<file path="config.mk">
export PLATFORM = sky130hd
export DESIGN_NAME = thcp_top
export DESIGN_NICKNAME = d
export VERILOG_FILES = /design/src/verilog/thcp_pin_force.v /design/src/verilog/thcp_sync.v /design/src/verilog/thcp_top.v
export VERILOG_INCLUDE_DIRS = /design/src /design/src/include
export SDC_FILE = /design/constraint.sdc
export NUM_CORES = 1
export LEC_CHECK = 0
export CORE_AREA = 2 2 187 189
export DETAILED_ROUTE_END_ITERATION = 7
export DIE_AREA = 0 0 189 191
export DONT_BUFFER_PORTS = 1
export GPL_TIMING_DRIVEN = 0
export PLACE_DENSITY_LB_ADDON = 0.3
export REMOVE_ABC_BUFFERS = 1
export SYNTH_ARGS = -nofsm -noshare
export SYNTH_HDL_FRONTEND = slang
export SYNTH_SLANG_ARGS = --single-unit
</file>
<file path="constraint.sdc">
create_clock -name clock_i -period 3.8 [get_ports clock_i]
set_input_delay 0.19 -clock clock_i [delete_from_list [all_inputs] [get_ports clock_i]]
set_output_delay 0.19 -clock clock_i [all_outputs]
set_load 0.02 [all_outputs]
</file>
<file path="src/include/thcp_regs.vh">
// register map, field positions and delay counts of the tuner host port
`ifndef THCP_REGS_VH
`define THCP_REGS_VH

// host select line codes
`define THCP_SEL_STAGE0     3'h0
`define THCP_SEL_STAGE1     3'h1
`define THCP_SEL_STAGE2     3'h2
`define THCP_SEL_STAGE3     3'h3
`define THCP_SEL_DEST       3'h4

// destination codes, low nibble of the selector byte
`define THCP_DEST_W         4
`define THCP_DEST_CARRIER   4'h0
`define THCP_DEST_RESAMPLER 4'h1
`define THCP_DEST_TEST      4'h8
`define THCP_DEST_SNAPSHOT  4'h9
`define THCP_NUM_CTRL       9

// word layout
`define THCP_WORD_W         32
`define THCP_BYTE_W         8
`define THCP_WORD_RESET     32'h0000_0000
`define THCP_BYTE_RESET     8'h00

// test register fields
`define THCP_TEST_EN_BIT     31
`define THCP_TEST_SERIAL_BIT 30

// delays in device clocks
`define THCP_CNT_W          3
`define THCP_COMMIT_CLKS    3'h4
`define THCP_CNT_START      3'h1
`define THCP_CNT_ONE        3'h1
`define THCP_CNT_ZERO       3'h0

`endif

</file>
<file path="src/verilog/thcp_pin_force.v">
// one output pin with test-mode and serial-mode level forcing
`timescale 1ns/1ps

module thcp_pin_force
#(
   parameter SERIAL_USED = 1'b0
)
(
   input  wire clock_i,
   input  wire rst_i,
   input  wire func_i,
   input  wire test_en_i,
   input  wire serial_mode_i,
   input  wire level_i,
   output wire pin_o
);

   reg pin_reg;
   reg pin_next;

   always @*
   begin
      pin_next = func_i;
      if (test_en_i)
         pin_next = level_i;
      else if (serial_mode_i && !SERIAL_USED)
         pin_next = level_i;
   end

   always @(posedge clock_i)
   begin
      if (rst_i)
         pin_reg <= 1'b0;
      else
         pin_reg <= pin_next;
   end

   assign pin_o = pin_reg;

endmodule // thcp_pin_force

</file>
<file path="src/verilog/thcp_sync.v">
// two flip-flop synchroniser for one asynchronous level
`timescale 1ns/1ps

module thcp_sync
#(
   parameter RESET_VAL = 1'b1
)
(
   input  wire clock_i,
   input  wire rst_i,
   input  wire async_i,
   output wire sync_o
);

   reg meta_reg;
   reg sync_reg;

   // first stage feeds only the second stage
   always @(posedge clock_i)
   begin
      if (rst_i)
      begin
         meta_reg <= RESET_VAL;
         sync_reg <= RESET_VAL;
      end
      else
      begin
         meta_reg <= async_i;
         sync_reg <= meta_reg;
      end
   end

   assign sync_o = sync_reg;

endmodule // thcp_sync

</file>
<file path="src/verilog/thcp_top.v">
// tuner host control port: staging, commit, snapshot read and test forcing
`timescale 1ns/1ps
`include "thcp_regs.vh"

module thcp_top
#(
   parameter                 OUT_W       = 16,
   parameter [OUT_W-1:0]     SERIAL_MASK = 16'h00FF
)
(
   input  wire                            clock_i,
   input  wire                            rst_i,
   input  wire [2:0]                      host_select_lines_i,
   input  wire [`THCP_BYTE_W-1:0]         host_byte_lines_i,
   output wire [`THCP_BYTE_W-1:0]         host_byte_lines_o,
   output wire                            host_byte_lines_oe_n_o,
   input  wire                            wr_n_i,
   input  wire                            rd_n_i,
   input  wire                            direct_freq_commit_i,
   input  wire [`THCP_WORD_W-1:0]         carrier_offset_serial_i,
   input  wire [2:0]                      gain_control_loop_exp_i,
   input  wire [4:0]                      gain_control_loop_frac_i,
   input  wire [OUT_W-1:0]                func_pins_i,
   output wire [OUT_W-1:0]                out_pins_o,
   output wire [`THCP_WORD_W-1:0]         carrier_center_frequency_o,
   output wire [`THCP_WORD_W-1:0]         resampler_center_frequency_o,
   output wire [`THCP_WORD_W-1:0]         phase_oscillator_freq_o,
   output wire [`THCP_NUM_CTRL*`THCP_WORD_W-1:0] control_words_o
);

   // =========================================================
   // strobe synchronisers
   // =========================================================
   wire wr_n_sync;
   wire rd_n_sync;

   thcp_sync
   #(
      .RESET_VAL (1'b1)
   )
   u_wr_sync
   (
      .clock_i (clock_i),
      .rst_i   (rst_i),
      .async_i (wr_n_i),
      .sync_o  (wr_n_sync)
   );

   thcp_sync
   #(
      .RESET_VAL (1'b1)
   )
   u_rd_sync
   (
      .clock_i (clock_i),
      .rst_i   (rst_i),
      .async_i (rd_n_i),
      .sync_o  (rd_n_sync)
   );

   // =========================================================
   // write capture
   // =========================================================
   // pins are sampled while the raw strobe is low, so the value
   // taken is the last one before the pin rises; the host need not
   // hold address and data past its own rising edge
   reg                      wr_n_prev_reg;
   reg [2:0]                hold_sel_reg;
   reg [`THCP_BYTE_W-1:0]   hold_data_reg;
   wire                     wr_rise;

   assign wr_rise = wr_n_sync & ~wr_n_prev_reg;

   always @(posedge clock_i)
   begin
      if (rst_i)
      begin
         wr_n_prev_reg <= 1'b1;
         hold_sel_reg  <= `THCP_SEL_STAGE0;
         hold_data_reg <= `THCP_BYTE_RESET;
      end
      else
      begin
         wr_n_prev_reg <= wr_n_sync;
         if (!wr_n_i)
         begin
            hold_sel_reg  <= host_select_lines_i;
            hold_data_reg <= host_byte_lines_i;
         end
      end
   end

   // =========================================================
   // staging bytes and destination selector
   // =========================================================
   reg [`THCP_BYTE_W-1:0]   stage0_reg;
   reg [`THCP_BYTE_W-1:0]   stage1_reg;
   reg [`THCP_BYTE_W-1:0]   stage2_reg;
   reg [`THCP_BYTE_W-1:0]   stage3_reg;
   reg [`THCP_DEST_W-1:0]   dest_reg;
   wire                     dest_write;
   wire [`THCP_WORD_W-1:0]  staged_word;

   assign dest_write = wr_rise && (hold_sel_reg == `THCP_SEL_DEST);

   // byte 0 is the least significant
   assign staged_word = {stage3_reg, stage2_reg,
                         stage1_reg, stage0_reg};

   // writes are taken every cycle, including the one right after
   // a direct commit; codes above the selector are ignored
   always @(posedge clock_i)
   begin
      if (rst_i)
      begin
         stage0_reg <= `THCP_BYTE_RESET;
         stage1_reg <= `THCP_BYTE_RESET;
         stage2_reg <= `THCP_BYTE_RESET;
         stage3_reg <= `THCP_BYTE_RESET;
         dest_reg   <= `THCP_DEST_CARRIER;
      end
      else if (wr_rise)
      begin
         case (hold_sel_reg)
            `THCP_SEL_STAGE0: stage0_reg <= hold_data_reg;
            `THCP_SEL_STAGE1: stage1_reg <= hold_data_reg;
            `THCP_SEL_STAGE2: stage2_reg <= hold_data_reg;
            `THCP_SEL_STAGE3: stage3_reg <= hold_data_reg;
            `THCP_SEL_DEST:
               dest_reg <= hold_data_reg[`THCP_DEST_W-1:0];
            default:
               dest_reg <= dest_reg;
         endcase
      end
   end

   // =========================================================
   // commit delay
   // =========================================================
   // counting starts at the synchronised edge, so the commit lands
   // four device clocks after the write is seen in this domain
   // a selector write during the count restarts it; one in the commit cycle still lets that commit land
   localparam ST_IDLE = 1'b0;
   localparam ST_WAIT = 1'b1;

   reg                      pend_reg;
   reg                      pend_next;
   reg [`THCP_CNT_W-1:0]    cnt_reg;
   reg [`THCP_CNT_W-1:0]    cnt_next;
   wire                     commit;

   assign commit = (pend_reg == ST_WAIT) &&
                   (cnt_reg == `THCP_COMMIT_CLKS);

   always @*
   begin
      pend_next = pend_reg;
      cnt_next  = cnt_reg;
      case (pend_reg)
         ST_IDLE:
         begin
            if (dest_write)
            begin
               pend_next = ST_WAIT;
               cnt_next  = `THCP_CNT_START;
            end
         end
         ST_WAIT:
         begin
            if (dest_write)
            begin
               cnt_next  = `THCP_CNT_START;
            end
            else if (commit)
            begin
               pend_next = ST_IDLE;
               cnt_next  = `THCP_CNT_ZERO;
            end
            else
               cnt_next  = cnt_reg + `THCP_CNT_ONE;
         end
         default:
         begin
            pend_next = ST_IDLE;
            cnt_next  = `THCP_CNT_ZERO;
         end
      endcase
   end

   always @(posedge clock_i)
   begin
      if (rst_i)
      begin
         pend_reg <= ST_IDLE;
         cnt_reg  <= `THCP_CNT_ZERO;
      end
      else
      begin
         pend_reg <= pend_next;
         cnt_reg  <= cnt_next;
      end
   end

   // =========================================================
   // control words
   // =========================================================
   reg [`THCP_WORD_W-1:0]   ctrl_mem [0:`THCP_NUM_CTRL-1];
   integer                  k;

   // the direct pin copies whatever is staged on every high
   // sample, so a stray level keeps overwriting the carrier word
   always @(posedge clock_i)
   begin
      if (rst_i)
      begin
         for (k = 0; k < `THCP_NUM_CTRL; k = k + 1)
            ctrl_mem[k] <= `THCP_WORD_RESET;
      end
      else
      begin
         if (commit && (dest_reg < `THCP_NUM_CTRL))
            ctrl_mem[dest_reg] <= staged_word;
         if (direct_freq_commit_i)
            ctrl_mem[`THCP_DEST_CARRIER] <= staged_word;
      end
   end

   genvar g;
   generate
      for (g = 0; g < `THCP_NUM_CTRL; g = g + 1)
      begin : g_flat
         assign control_words_o[g*`THCP_WORD_W +: `THCP_WORD_W] =
            ctrl_mem[g];
      end
   endgenerate

   assign carrier_center_frequency_o   = ctrl_mem[`THCP_DEST_CARRIER];
   assign resampler_center_frequency_o =
      ctrl_mem[`THCP_DEST_RESAMPLER];

   // =========================================================
   // mixer oscillator frequency
   // =========================================================
   reg [`THCP_WORD_W-1:0]   mix_freq_reg;

   // two's complement sum wraps modulo the word width
   always @(posedge clock_i)
   begin
      if (rst_i)
         mix_freq_reg <= `THCP_WORD_RESET;
      else
         mix_freq_reg <= ctrl_mem[`THCP_DEST_CARRIER] +
                         carrier_offset_serial_i;
   end

   assign phase_oscillator_freq_o = mix_freq_reg;

   // =========================================================
   // accumulator snapshot and read back
   // =========================================================
   reg [`THCP_BYTE_W-1:0]   snap_reg;
   reg [`THCP_BYTE_W-1:0]   rd_data_reg;
   reg                      rd_oe_n_reg;

   always @(posedge clock_i)
   begin
      if (rst_i)
         snap_reg <= `THCP_BYTE_RESET;
      else if (commit && (dest_reg == `THCP_DEST_SNAPSHOT))
         snap_reg <= {gain_control_loop_exp_i,
                      gain_control_loop_frac_i};
   end

   // the bus lags the strobe by the synchroniser delay plus one register; the host
   // must not drive the lines until three clocks after raising it
   always @(posedge clock_i)
   begin
      if (rst_i)
      begin
         rd_data_reg <= `THCP_BYTE_RESET;
         rd_oe_n_reg <= 1'b1;
      end
      else
      begin
         rd_oe_n_reg <= rd_n_sync;
         if (!rd_n_sync)
            rd_data_reg <= snap_reg;
         else
            rd_data_reg <= `THCP_BYTE_RESET;
      end
   end

   assign host_byte_lines_o      = rd_data_reg;
   assign host_byte_lines_oe_n_o = rd_oe_n_reg;

   // =========================================================
   // test mode output forcing
   // =========================================================
   wire [`THCP_WORD_W-1:0]  test_word;

   assign test_word = ctrl_mem[`THCP_DEST_TEST];

   generate
      for (g = 0; g < OUT_W; g = g + 1)
      begin : g_pin
         thcp_pin_force
         #(
            .SERIAL_USED (SERIAL_MASK[g])
         )
         u_pin
         (
            .clock_i       (clock_i),
            .rst_i         (rst_i),
            .func_i        (func_pins_i[g]),
            .test_en_i     (test_word[`THCP_TEST_EN_BIT]),
            .serial_mode_i (test_word[`THCP_TEST_SERIAL_BIT]),
            .level_i       (test_word[g]),
            .pin_o         (out_pins_o[g])
         );
      end
   endgenerate

endmodule // thcp_top
</file>
==> results of run 1 <==
-- logic make-up (layout without fill, tap and decap cells) --
logic type / count (synthesis) / in the layout / synth area share (%)
adder cells (fa/ha/maj): 34 / 34 / 2.53
AO/OA/AOI/OAI: 130 / 130 / 4.87
AND/OR/NAND/NOR: 525 / 525 / 17.0
buffers and inverters: 173 / 156 / 5.96
multiplexers: 66 / 66 / 3.93
flip-flops: 409 / 409 / 64.7
XOR/XNOR: 20 / 20 / 1.02
-- where the power goes --
part	switching (W)	leakage (nW)	internal, W	total [W]
Clock	0.00172	0.658	0.00233	0.00405
Sequential	0.000359	3.99	0.00493	0.00529
Combinational	0.000286	2.71	0.000178	0.000463
Total	0.00236	7.36	0.00744	0.00980
-- per-layer routing --
layer	GRT usage [%]	share of wire, %
met1	32.0	40
met2	44.4	50
met3	5.89	7.5
met4	9.01	2.6
met5	0	0
-- cell usage in the layout (no fill, tap or decap), drive strengths merged, types with 13 or more instances in the layout --
master       Yosys  layout
o21ai           30      30
clkbuf          50      67
a21o            15      15
and2           297     297
mux2i           60      60
inv             17      19
dfxtp          121     121
ha              33      33
or2             14      14
buf            106      13
nor2           112     112
a21oi           47      47
dlygate4sd3      0      47
nand2           41      41
edfxtp         288     288
-- worst max-delay path, stage by stage, from the launching register on --
cell,delay [ps]
dfxtp_1,340
inv_1,70
ha_1,180
nand3_1,110
nor3_1,200
nand2_1,220
nor3_2,700
buf_6,260
buf_6,150
or2_2,820
-- layout make-up --
class	instances	area share, %
Clock buffer	67	6.62
Tap cell	455	3.02
Clock inverter	12	0.545
Timing Repair Buffer	60	3.68
Inverter	17	0.339
Multi-Input combinational cell	775	27.0
Sequential cell	409	58.8
-- path summary, 6_finish.rpt --
check / end / depth (start not counted) / start / slack, ps
min: phase_oscillator_freq_o[2] / 3 / carrier_offset_serial_i[2] / 30
max: ctrl_mem[4][31] / 9 / cnt_reg[0] / 330
max reg2reg: ctrl_mem[4][31] / 9 / cnt_reg[0] / 330
min reg2reg: u_wr_sync.sync_o / 1 / u_wr_sync.meta_reg / 410
-- stage by stage --
step | utilization, % | std cells
final | 55.2 | 1795
after global placement | 49.0 | 1656
after global routing | 55.2 | 1795
after CTS | 55.2 | 1795
after detailed placement | 49.8 | 1668
after floorplan | - | 1201
==> summary.md, run 1 <==
| Metric | Value |
|---|---|
| DRC violations left | 0 |
| Total CTS buffers | between 40 and 50 |
| Count leader, synth | and2_1 |
| Overall routing resource usage | 25.8% |
| Mapped Cells | around 1400 |
| Yosys Warn Count | 0 |
| Placed Area | 17000 um^2 |
| Static Leakage | 7.36 nW |
| Crit path DAT | 3650 ps |
| Fill cells | 2783 |
| Register area | 11100 um^2 |
| Status | completed |
| Postcts setup bufs | 0 |
| Largest net degree at the start of global routing | 120 |
| Total of max-cap violations | 0 |
| Worst-path clk slew | 60 ps |
| Fin nets | 1412 |
| Row count | 68 |
| Multi-input logic area | about 5000 um^2 |
| Biggest register | ctrl_mem |
| Final hold violation count | 0 |
| RSZ-0062 raised after global routing | no |
| CTS root buffer | clkbuf_16 |
| Setup TNS | 0 ps |
| PnR worst setup slack | 331 ps |
| Initial Util | 50.1% |
| Slew HR | 19.0% |
| Placeable Area | 34100 um^2 |
| I/O Buffers | 0 |
| Detail Placement HPWL | 31.7 mm |
| Clock buffer depth | 3 |
| Yosys top cell by area | edfxtp_1 |
| Number of global-route vias before repair | 9743 |
| Die area | 36100 um^2 |
| Share of layout cells above drive strength 1 | under 10% |
| EDFF count, synth | 288 |
| Die H | 191 um |
| Final Total Pwr | 0.00980 W |
| Fin crit period | 3470 ps |
| Dominant synthesized flop cell | edfxtp_1 |
| Synth cell count leaders | and2_1 (297), edfxtp_1 (288), dfxtp_1 (121) |
| Worst hold margin | 28.5 ps |
| CTS tree | yes |
| Via count | 9917 |
| Vias/cell | 5.52 |
| # diodes | 0 |
| Detailed-route wire length per cell | 26.5 um |
| Placer congestion estimate | 0.890 |
| Setup WS pre-CTS | 332 ps |
| Yosys top cell area share | 50.6% |
| Hold Path Class | input pin to flop |
| Power per cell area | 520 nW/um^2 |
| I/O pin total | between 400 and 500 |
| Worst-Skew Late Latency | 570 ps |
| Skew final | about 21 ps |
| Cts hold-fix bufs | 48 |
| Top cells by area, synth | edfxtp_1 (51%), dfxtp_1 (14%), and2_1 (11%) |
| Iteration-0 DRC Markers | approximately 700 |
| Worst IR Drop VDD | 0.369 mV |
| Register area share after synthesis | 64.7% |
| GR Overflow Total | 0 |
| CTS resizes | 0 |
| Cell Area, Synth | 17100 um^2 |
| Initial antenna violation count | 4 |
| Max Slew Vio Count | 0 |
| Synthesized area per cell | 12.6 um^2 |
| Worst EP required | between 3000 and 4000 ps |
| Synth cell types | 59 |
| Die Width | 189 um |
| Max reg flops | 288 |
| Synth Register Bits | 409 |
| Antenna Nets Post-Route | 0 |
| Worst setup EP type | flop |
| Post-route cell area | ~19000 um^2 |
| Total routed wirelength | around 48 mm |
| CP startpoint kind | flop |
| Clk sinks | 409 |
| Fmax | 288 MHz |
| Drt pass-1 iters | 5 |
| Fin crit share | 91.3% |
| Crit Path Class | flop to flop |
| Setup violators final | 0 |
| H-tree depth | 2 |
| Async SR Flop Fraction | 0% |
| Largest fanout on the critical path | 32 |
| Syn-to-layout area delta | 10.1% |
| Actual slew at the worst max-slew pin | 1210 ps |
| First-pass GRT wire length | 67.2 mm |
No activity file was read; power rests on OpenSTA's default activity.
==> inputs of run 2 (changes only) <==
--- a/config.mk
+++ b/config.mk
@@ -6,9 +6,10 @@
 export SDC_FILE = /design/constraint.sdc
 export NUM_CORES = 1
 export LEC_CHECK = 0
-export CORE_AREA = 2 2 187 189
+export ABC_AREA = 1
+export CORE_MARGIN = 2
+export CORE_UTILIZATION = 40
 export DETAILED_ROUTE_END_ITERATION = 7
-export DIE_AREA = 0 0 189 191
 export DONT_BUFFER_PORTS = 1
 export GPL_TIMING_DRIVEN = 0
 export PLACE_DENSITY_LB_ADDON = 0.3
==> summary.md, run 2 <==
| Metric | Value |
|---|---|
| Total routed wirelength | approximately 52 mm |
| Skew final | 18.9 ps |
| Overall routing resource usage | 23.2% |
| Crit Path Class | flop to flop |
| Worst EP required | roughly 4000 ps |
| Mapped Cells | 1673 |
| Combinational fraction of design power | 5.3% |
| Crit. Startpoint | cnt_reg[0] |
| GR Overflow Total | 0 |
| Postcts setup bufs | 0 |
| Iteration-0 DRC Markers | 891 |
| Yosys Warn Count | 0 |
| First-pass GRT wire length | about 75 mm |
| CP max stage delay | roughly 1000 ps |
| Register area | 11100 um^2 |
| Synth cell types | 32 |
| Slew HR | 33.2% |
| Mux cell area share after synthesis | 0% |
| Setup TNS | 0 ps |
| Total CTS buffers | 44 |
| Status | completed |
| EDFF count, synth | roughly 290 |
| Crit path cell chain | inv_1 -> ha_1 -> nand3_4 -> nor2_4 -> nand2_2 -> inv_1 -> nand3_2 -> nand2_2 |
| Yosys top cell by area | edfxtp_1 |
| Share of layout cells above drive strength 1 | 5.82% |
| Post-route cell area | 18900 um^2 |
| Actual slew at the worst max-slew pin | 1000 ps |
| Synth Register Bits | 409 |
| Initial Util | 40.5% |
| Clock power share | a little over two fifths |
| Async SR Flop Fraction | 0% |
| Worst-path clk slew | 60 ps |
| I/O Buffers | 0 |
| Final hold violation count | 0 |
| Yosys top cell area share | slightly above 50% |
| Multi-input logic area | 4340 um^2 |
| H-tree depth | 2 |
| RSZ-0062 raised after global routing | no |
| Most common cell after layout, fill and taps aside | nor2_1 |
| Drt pass-1 iters | 5 |
| Most frequent cells in the layout | nor2_1 (414), edfxtp_1 (288), nand2_1 (231) |
| Via count | 11300 |
| I/O pin total | 481 |
| Fmax | a little over 300 MHz |
| Detailed-route wire length per cell | 23.6 um |
| Largest net degree at the start of global routing | 110 |
| Crit path DAT | approximately 3400 ps |
| Clock buffer depth | 3 |
| Placeable Area | 41900 um^2 |
| Fin crit share | 84.9% |
| Placer congestion estimate | 1.00 |
| Sequential Power Share | 53.1% |
| Die area | 44200 um^2 |
| Fin crit period | 3230 ps |
| Die Width | 210 um |
| CP startpoint kind | flop |
| CTS root buffer | clkbuf_16 |
| Main combinational cell family by area after synthesis | simple AND/OR/NAND/NOR gates |
| Vias/cell | 5.12 |
| Worst IR Drop VDD | 0.297 mV |
| Register area share after synthesis | approximately two thirds |
| Biggest register | ctrl_mem |
| Initial antenna violation count | 0 |
| Syn-to-layout area delta | 10.9% |
| Clk sinks | 409 |
| Fill cells | around 4000 |
| Worst hold margin | 35.0 ps |
| Simple-gate share of the synthesized area | 17.2% |
| Antenna Nets Post-Route | 0 |
| Final core occ | roughly 45% |
| Net Sw Frac | between 20% and 30% |
| Adder-cell area share of the yosys netlist | around 2.5% |
| Die H | 210 um |
| Hold_sp | carrier_offset_serial_i[22] |
| DRC violations left | 0 |
| Xor/xnor share of the synthesized area | 0.103% |
| Worst R2R Start | cnt_reg[0] |
| Placed Area | between 15000 and 20000 um^2 |
| Top cells by area, synth | edfxtp_1 (51%), dfxtp_1 (14%), nor2_1 (9.1%) |
| Synth cell count leaders | nor2_1 (414), edfxtp_1 (288), nand2_1 (239) |
| FF-to-FF path depth | 8 |
| CTS tree | yes |
| Worst-Skew Late Latency | between 500 and 600 ps |
| Max Slew Vio Count | 0 |
| Sw Pwr | 0.00249 W |
| Hold Path Class | input pin to flop |
| Number of global-route vias before repair | 11200 |
| Row count | 75 |
| Total of max-cap violations | 0 |
| Setup violators final | 0 |
| Slowest CP cell | nand2_2 |
| Power per cell area | 529 nW/um^2 |
| Max reg flops | 288 |
| Detail Placement HPWL | 36.0 mm |
| Post-synthesis compound-gate area fraction | 5.44% |
| Fin nets | ~1700 |
| Worst setup EP type | flop |
| Cell Area, Synth | ~17000 um^2 |
| Synthesized area per cell | 10.2 um^2 |
| Int Pwr | 0.00749 W |
| Largest fanout on the critical path | 33 |
| Dominant synthesized flop cell | edfxtp_1 |
| Static Leakage | ~7.4 nW |
| WHS Path Cells | 4 |
| Count leader, synth | nor2_1 |
==> run 2: changes by cell type in the layout (fill, tap and decap cells not counted), moves of 9 or more <==
| cell | change |
|---|---|
| a21o_1 | -14 |
| a21oi_1 | +43 |
| and2_1 | -292 |
| clkinv_1 | +37 |
| inv_1 | +121 |
| mux2i_1 | -60 |
| nand2_1 | +190 |
| nand2_2 | +9 |
| nand3_1 | +28 |
| nor2_1 | +309 |
| nor2b_1 | -11 |
| o21ai_0 | +55 |
| or2_2 | -10 |
| xnor2_1 | -10 |
==> run 2: area by class of cell <==
class                      count  area share, %
antenna                        1         0.0133
clock buffer                  58           6.46
clock inverter                19          0.823
inverter                     172           3.45
multi-input combinational    947           23.0
sequential                   409           58.7
tap                          539           3.58
timing repair buffer          62           3.93
==> run 2: repair_timing <==
item                      in CTS  in global routing
gates resized for setup        0                  0
hold endpoints to repair      70                  0
hold buffers                  53                  0
==> run 2: cell families after synthesis <==
group	after synthesis
buf+inv	317
xor+xnor	2
fa+ha+maj	34
flops	409
compound gates	181
simple gates	730
==> run 2: stage by stage <==
stage / setup slack (ps) / cells / total power [W]
floorplan: 610 / 1528 / 0.00565
global placement: -1910 / 2067 / 0.00586
detailed placement: 41.5 / 2075 / 0.00587
CTS: 58.5 / 2205 / 0.0101
global route: 334 / 2206 / 0.0103
finish: 574 / 2207 / 0.00998
==> run 2: power by group through the flow <==
stage	Sequential (W)	Combinational [W]	Clock, W
2_1_floorplan	0.00533	0.000324	0
6_report	0.00530	0.000530	0.00415
4_1_cts	0.00530	0.000533	0.00423
3_5_place_dp	0.00539	0.000478	0
3_3_place_gp	0.00540	0.000459	0
5_1_grt	0.00531	0.000597	0.00440
==> run 2: layer usage <==
| layer | track usage (%) | up-vias | wire (um) |
|---|---|---|---|
| met5 | 0 | - | 0 |
| met4 | 6.38 | 0 | 1230 |
| met1 | 28.5 | 5455 | 20900 |
| met3 | 7.00 | 93 | 4480 |
| li1 | - | 5281 | - |
| met2 | 39.6 | 470 | 25400 |
==> run 2: worst max-delay path, delay by kind of cell, from the launching register on <==
family / cells / cell delay, ps
and+or+nand+nor: 5 / 2030
DFF: 1 / 340
buffers and inverters: 2 / 210
adders and majority gates: 1 / 200
==> run 2: worst paths after layout <==
path | endpoint | slack, ps
max reg2reg | ctrl_mem[2][2] | 570
min | phase_oscillator_freq_o[22] | 30
max | ctrl_mem[2][2] | 570
min reg2reg | u_rd_sync.sync_o | 410
==> inputs of run 3 (changes only) <==
==> constraint.sdc (replaced) <==
create_clock -name clock_i -period 2.9 [get_ports clock_i]
set_input_delay 0.145 -clock clock_i [delete_from_list [all_inputs] [get_ports clock_i]]
set_output_delay 0.145 -clock clock_i [all_outputs]
set_load 0.02 [all_outputs]
==> summary.md, run 3 (synthesis gave the netlist of run 2 again) <==
| Metric | Value |
|---|---|
| Clock buffer depth | 3 |
| Wl on met1 | 21.2 mm |
| Via count | 11300 |
| Slew HR | 32.5% |
| Static Leakage | 7.39 nW |
| Fin nets | 1749 |
| Postcts setup bufs | 0 |
| Wire length on met2 | 25.5 mm |
| Detail Placement HPWL | 36.0 mm |
| Crit. Startpoint | cnt_reg[0] |
| Slowest CP cell | nand4_4 |
| I/O Buffers | 0 |
| Max Slew Vio Count | 0 |
| Placeable Area | 41900 um^2 |
| Worst setup endpoint | ctrl_mem[6][14] |
| Worst-Skew Late Latency | 570 ps |
| Largest net degree at the start of global routing | 110 |
| Actual slew at the worst max-slew pin | approximately 1000 ps |
| Die Width | approximately 210 um |
| Total routed wirelength | 52.1 mm |
| Total CTS buffers | 44 |
| Number of global-route vias before repair | 11300 |
| PnR worst setup slack | 187 ps |
| DR top layer | met4 |
| Placed cells | 2075 |
| Worst-path clk slew | 60 ps |
| FF-to-FF path depth | 9 |
| Final hold violation count | 0 |
| Placed Area | around 17000 um^2 |
| CTS tree | yes |
| Final core occ | between 40% and 50% |
| Status | completed |
| Post-route cell area | 19000 um^2 |
| Biggest register | ctrl_mem |
| Largest delay contributor family on the critical path | simple AND/OR/NAND/NOR gates |
| Critical path depth | 9 |
| Clk sinks | 409 |
| R2r endpoint | ctrl_mem[6][14] |
| CP max stage delay | 620 ps |
| Power per cell area | 690 nW/um^2 |
| Fin crit share | 93.5% |
| # diodes | 0 |
| Crit path cell chain | inv_1 -> ha_2 -> nand3_4 -> nor2_4 -> nand2_2 -> inv_2 -> nand4_4 -> nand2_8 -> buf_16 |
| WP buf/inv | 3 |
| Crit Path Class | flop to flop |
| CTS root buffer | clkbuf_16 |
| Largest fanout on the critical path | 33 |
| Max reg flops | between 200 and 300 |
| Die H | 210 um |
| DRC violations left | 0 |
| H-tree depth | 2 |
| R2R Setup Slk | 190 ps |
| Final Total Pwr | 0.0131 W |
| Hold Path Class | input pin to flop |
| Fin crit period | 2710 ps |
| Vias/cell | slightly above 5 |
| Setup violators final | 0 |
| Most common cell after layout, fill and taps aside | nor2_1 |
| Worst IR Drop VDD | around 0.39 mV |
| Initial Util | 40.5% |
| Crit path DAT | 2970 ps |
| Met3 Wirelength | 4.23 mm |
| RSZ-0062 raised after global routing | no |
| GR Overflow Total | 0 |
| Syn-to-layout area delta | 11.6% |
| Non-filler cells, final | 2213 |
| Setup WS pre-CTS | -858 ps |
| Antenna Nets Post-Route | 0 |
| Placer congestion estimate | 1.00 |
| Overall routing resource usage | 23.2% |
| I/O pin total | 481 |
| Skew final | 22.4 ps |
| Detailed-route wire length per cell | 23.5 um |
| Iteration-0 DRC Markers | 833 |
| Worst setup EP type | flop |
| Die area | approximately 44000 um^2 |
| First-pass GRT wire length | about 75 mm |
| Total of max-cap violations | 0 |
| Worst R2R Start | cnt_reg[0] |
| Initial antenna violation count | 0 |
| Most frequent cells in the layout | nor2_1 (414), edfxtp_1 (288), nand2_1 (231) |
| Worst EP required | around 3200 ps |
| Share of layout cells above drive strength 1 | under 10% |
| Drt pass-1 iters | 5 |
| CP startpoint kind | flop |
| Row count | between 70 and 80 |
| Fmax | between 300 and 400 MHz |
-- run 3: cell types whose count changed in the layout (fill, tap and decap cells not counted), sizes merged --
cell	previous run	this run
diode	1	0
buf	9	8
dlygate4sd3	53	61
-- run 3: report_power, final --
| part | total, W | switching, W | internal, W |
|---|---|---|---|
| Clock | 0.00544 | 0.00231 | 0.00313 |
| Sequential | 0.00694 | 0.000472 | 0.00647 |
| Combinational | 0.000711 | 0.000481 | 0.000230 |
| Total | 0.0131 | 0.00327 | 0.00983 |
-- run 3: per-stage QoR --
stage	TNS (ps)	hold slack, ps
6_report	0	36.1
4_1_cts	0	4.54
3_5_place_dp	-38210	234
2_1_floorplan	-36820	214
3_3_place_gp	-781410	221
5_1_grt	0	47.5
-- run 3: metal layers --
layer  global-route usage [%]  vias up
li1                         -     5296
met3                     6.93       79
met2                     39.7      462
met5                        0        -
met4                     6.29        0
met1                     28.7     5440
-- run 3: worst min path at each step --
stage,startpoint,end,slack [ps],cells after the start
2_1_floorplan,rst_i,cnt_reg[0],210,1
3_3_place_gp,rst_i,phase_oscillator_freq_o[0],220,1
3_5_place_dp,rst_i,pend_reg,230,1
4_1_cts,carrier_offset_serial_i[29],phase_oscillator_freq_o[29],5,4
5_1_grt,carrier_offset_serial_i[29],phase_oscillator_freq_o[29],50,4
6_report,carrier_offset_serial_i[19],phase_oscillator_freq_o[19],40,4
-- run 3: worst reg2reg max path, cell delays in order (launching register included) --
cell     delay (ps)
dfxtp_1         340
inv_1            70
ha_2            200
nand3_4         100
nor2_4          160
nand2_2         100
inv_2           120
nand4_4         620
nand2_8         480
buf_16          210
-- run 3: cell type report --
type / count / area (um^2)
sequential: 409 / 11100
multi-input combinational: 947 / 4400
inverter: 172 / 651
fill: 3991 / 23000
clock buffer: 58 / 1220
timing repair buffer: 69 / 801
tap: 539 / 674
clock inverter: 19 / 155
-- run 3: what timing repair did --
action | 4_1_cts | 5_1_grt
resized for setup | 8 | 3
gates cloned | 0 | 0
endpoints found under the setup margin | 108 | 50
hold buffers | 61 | 0
hold endpoints to repair | 76 | 0
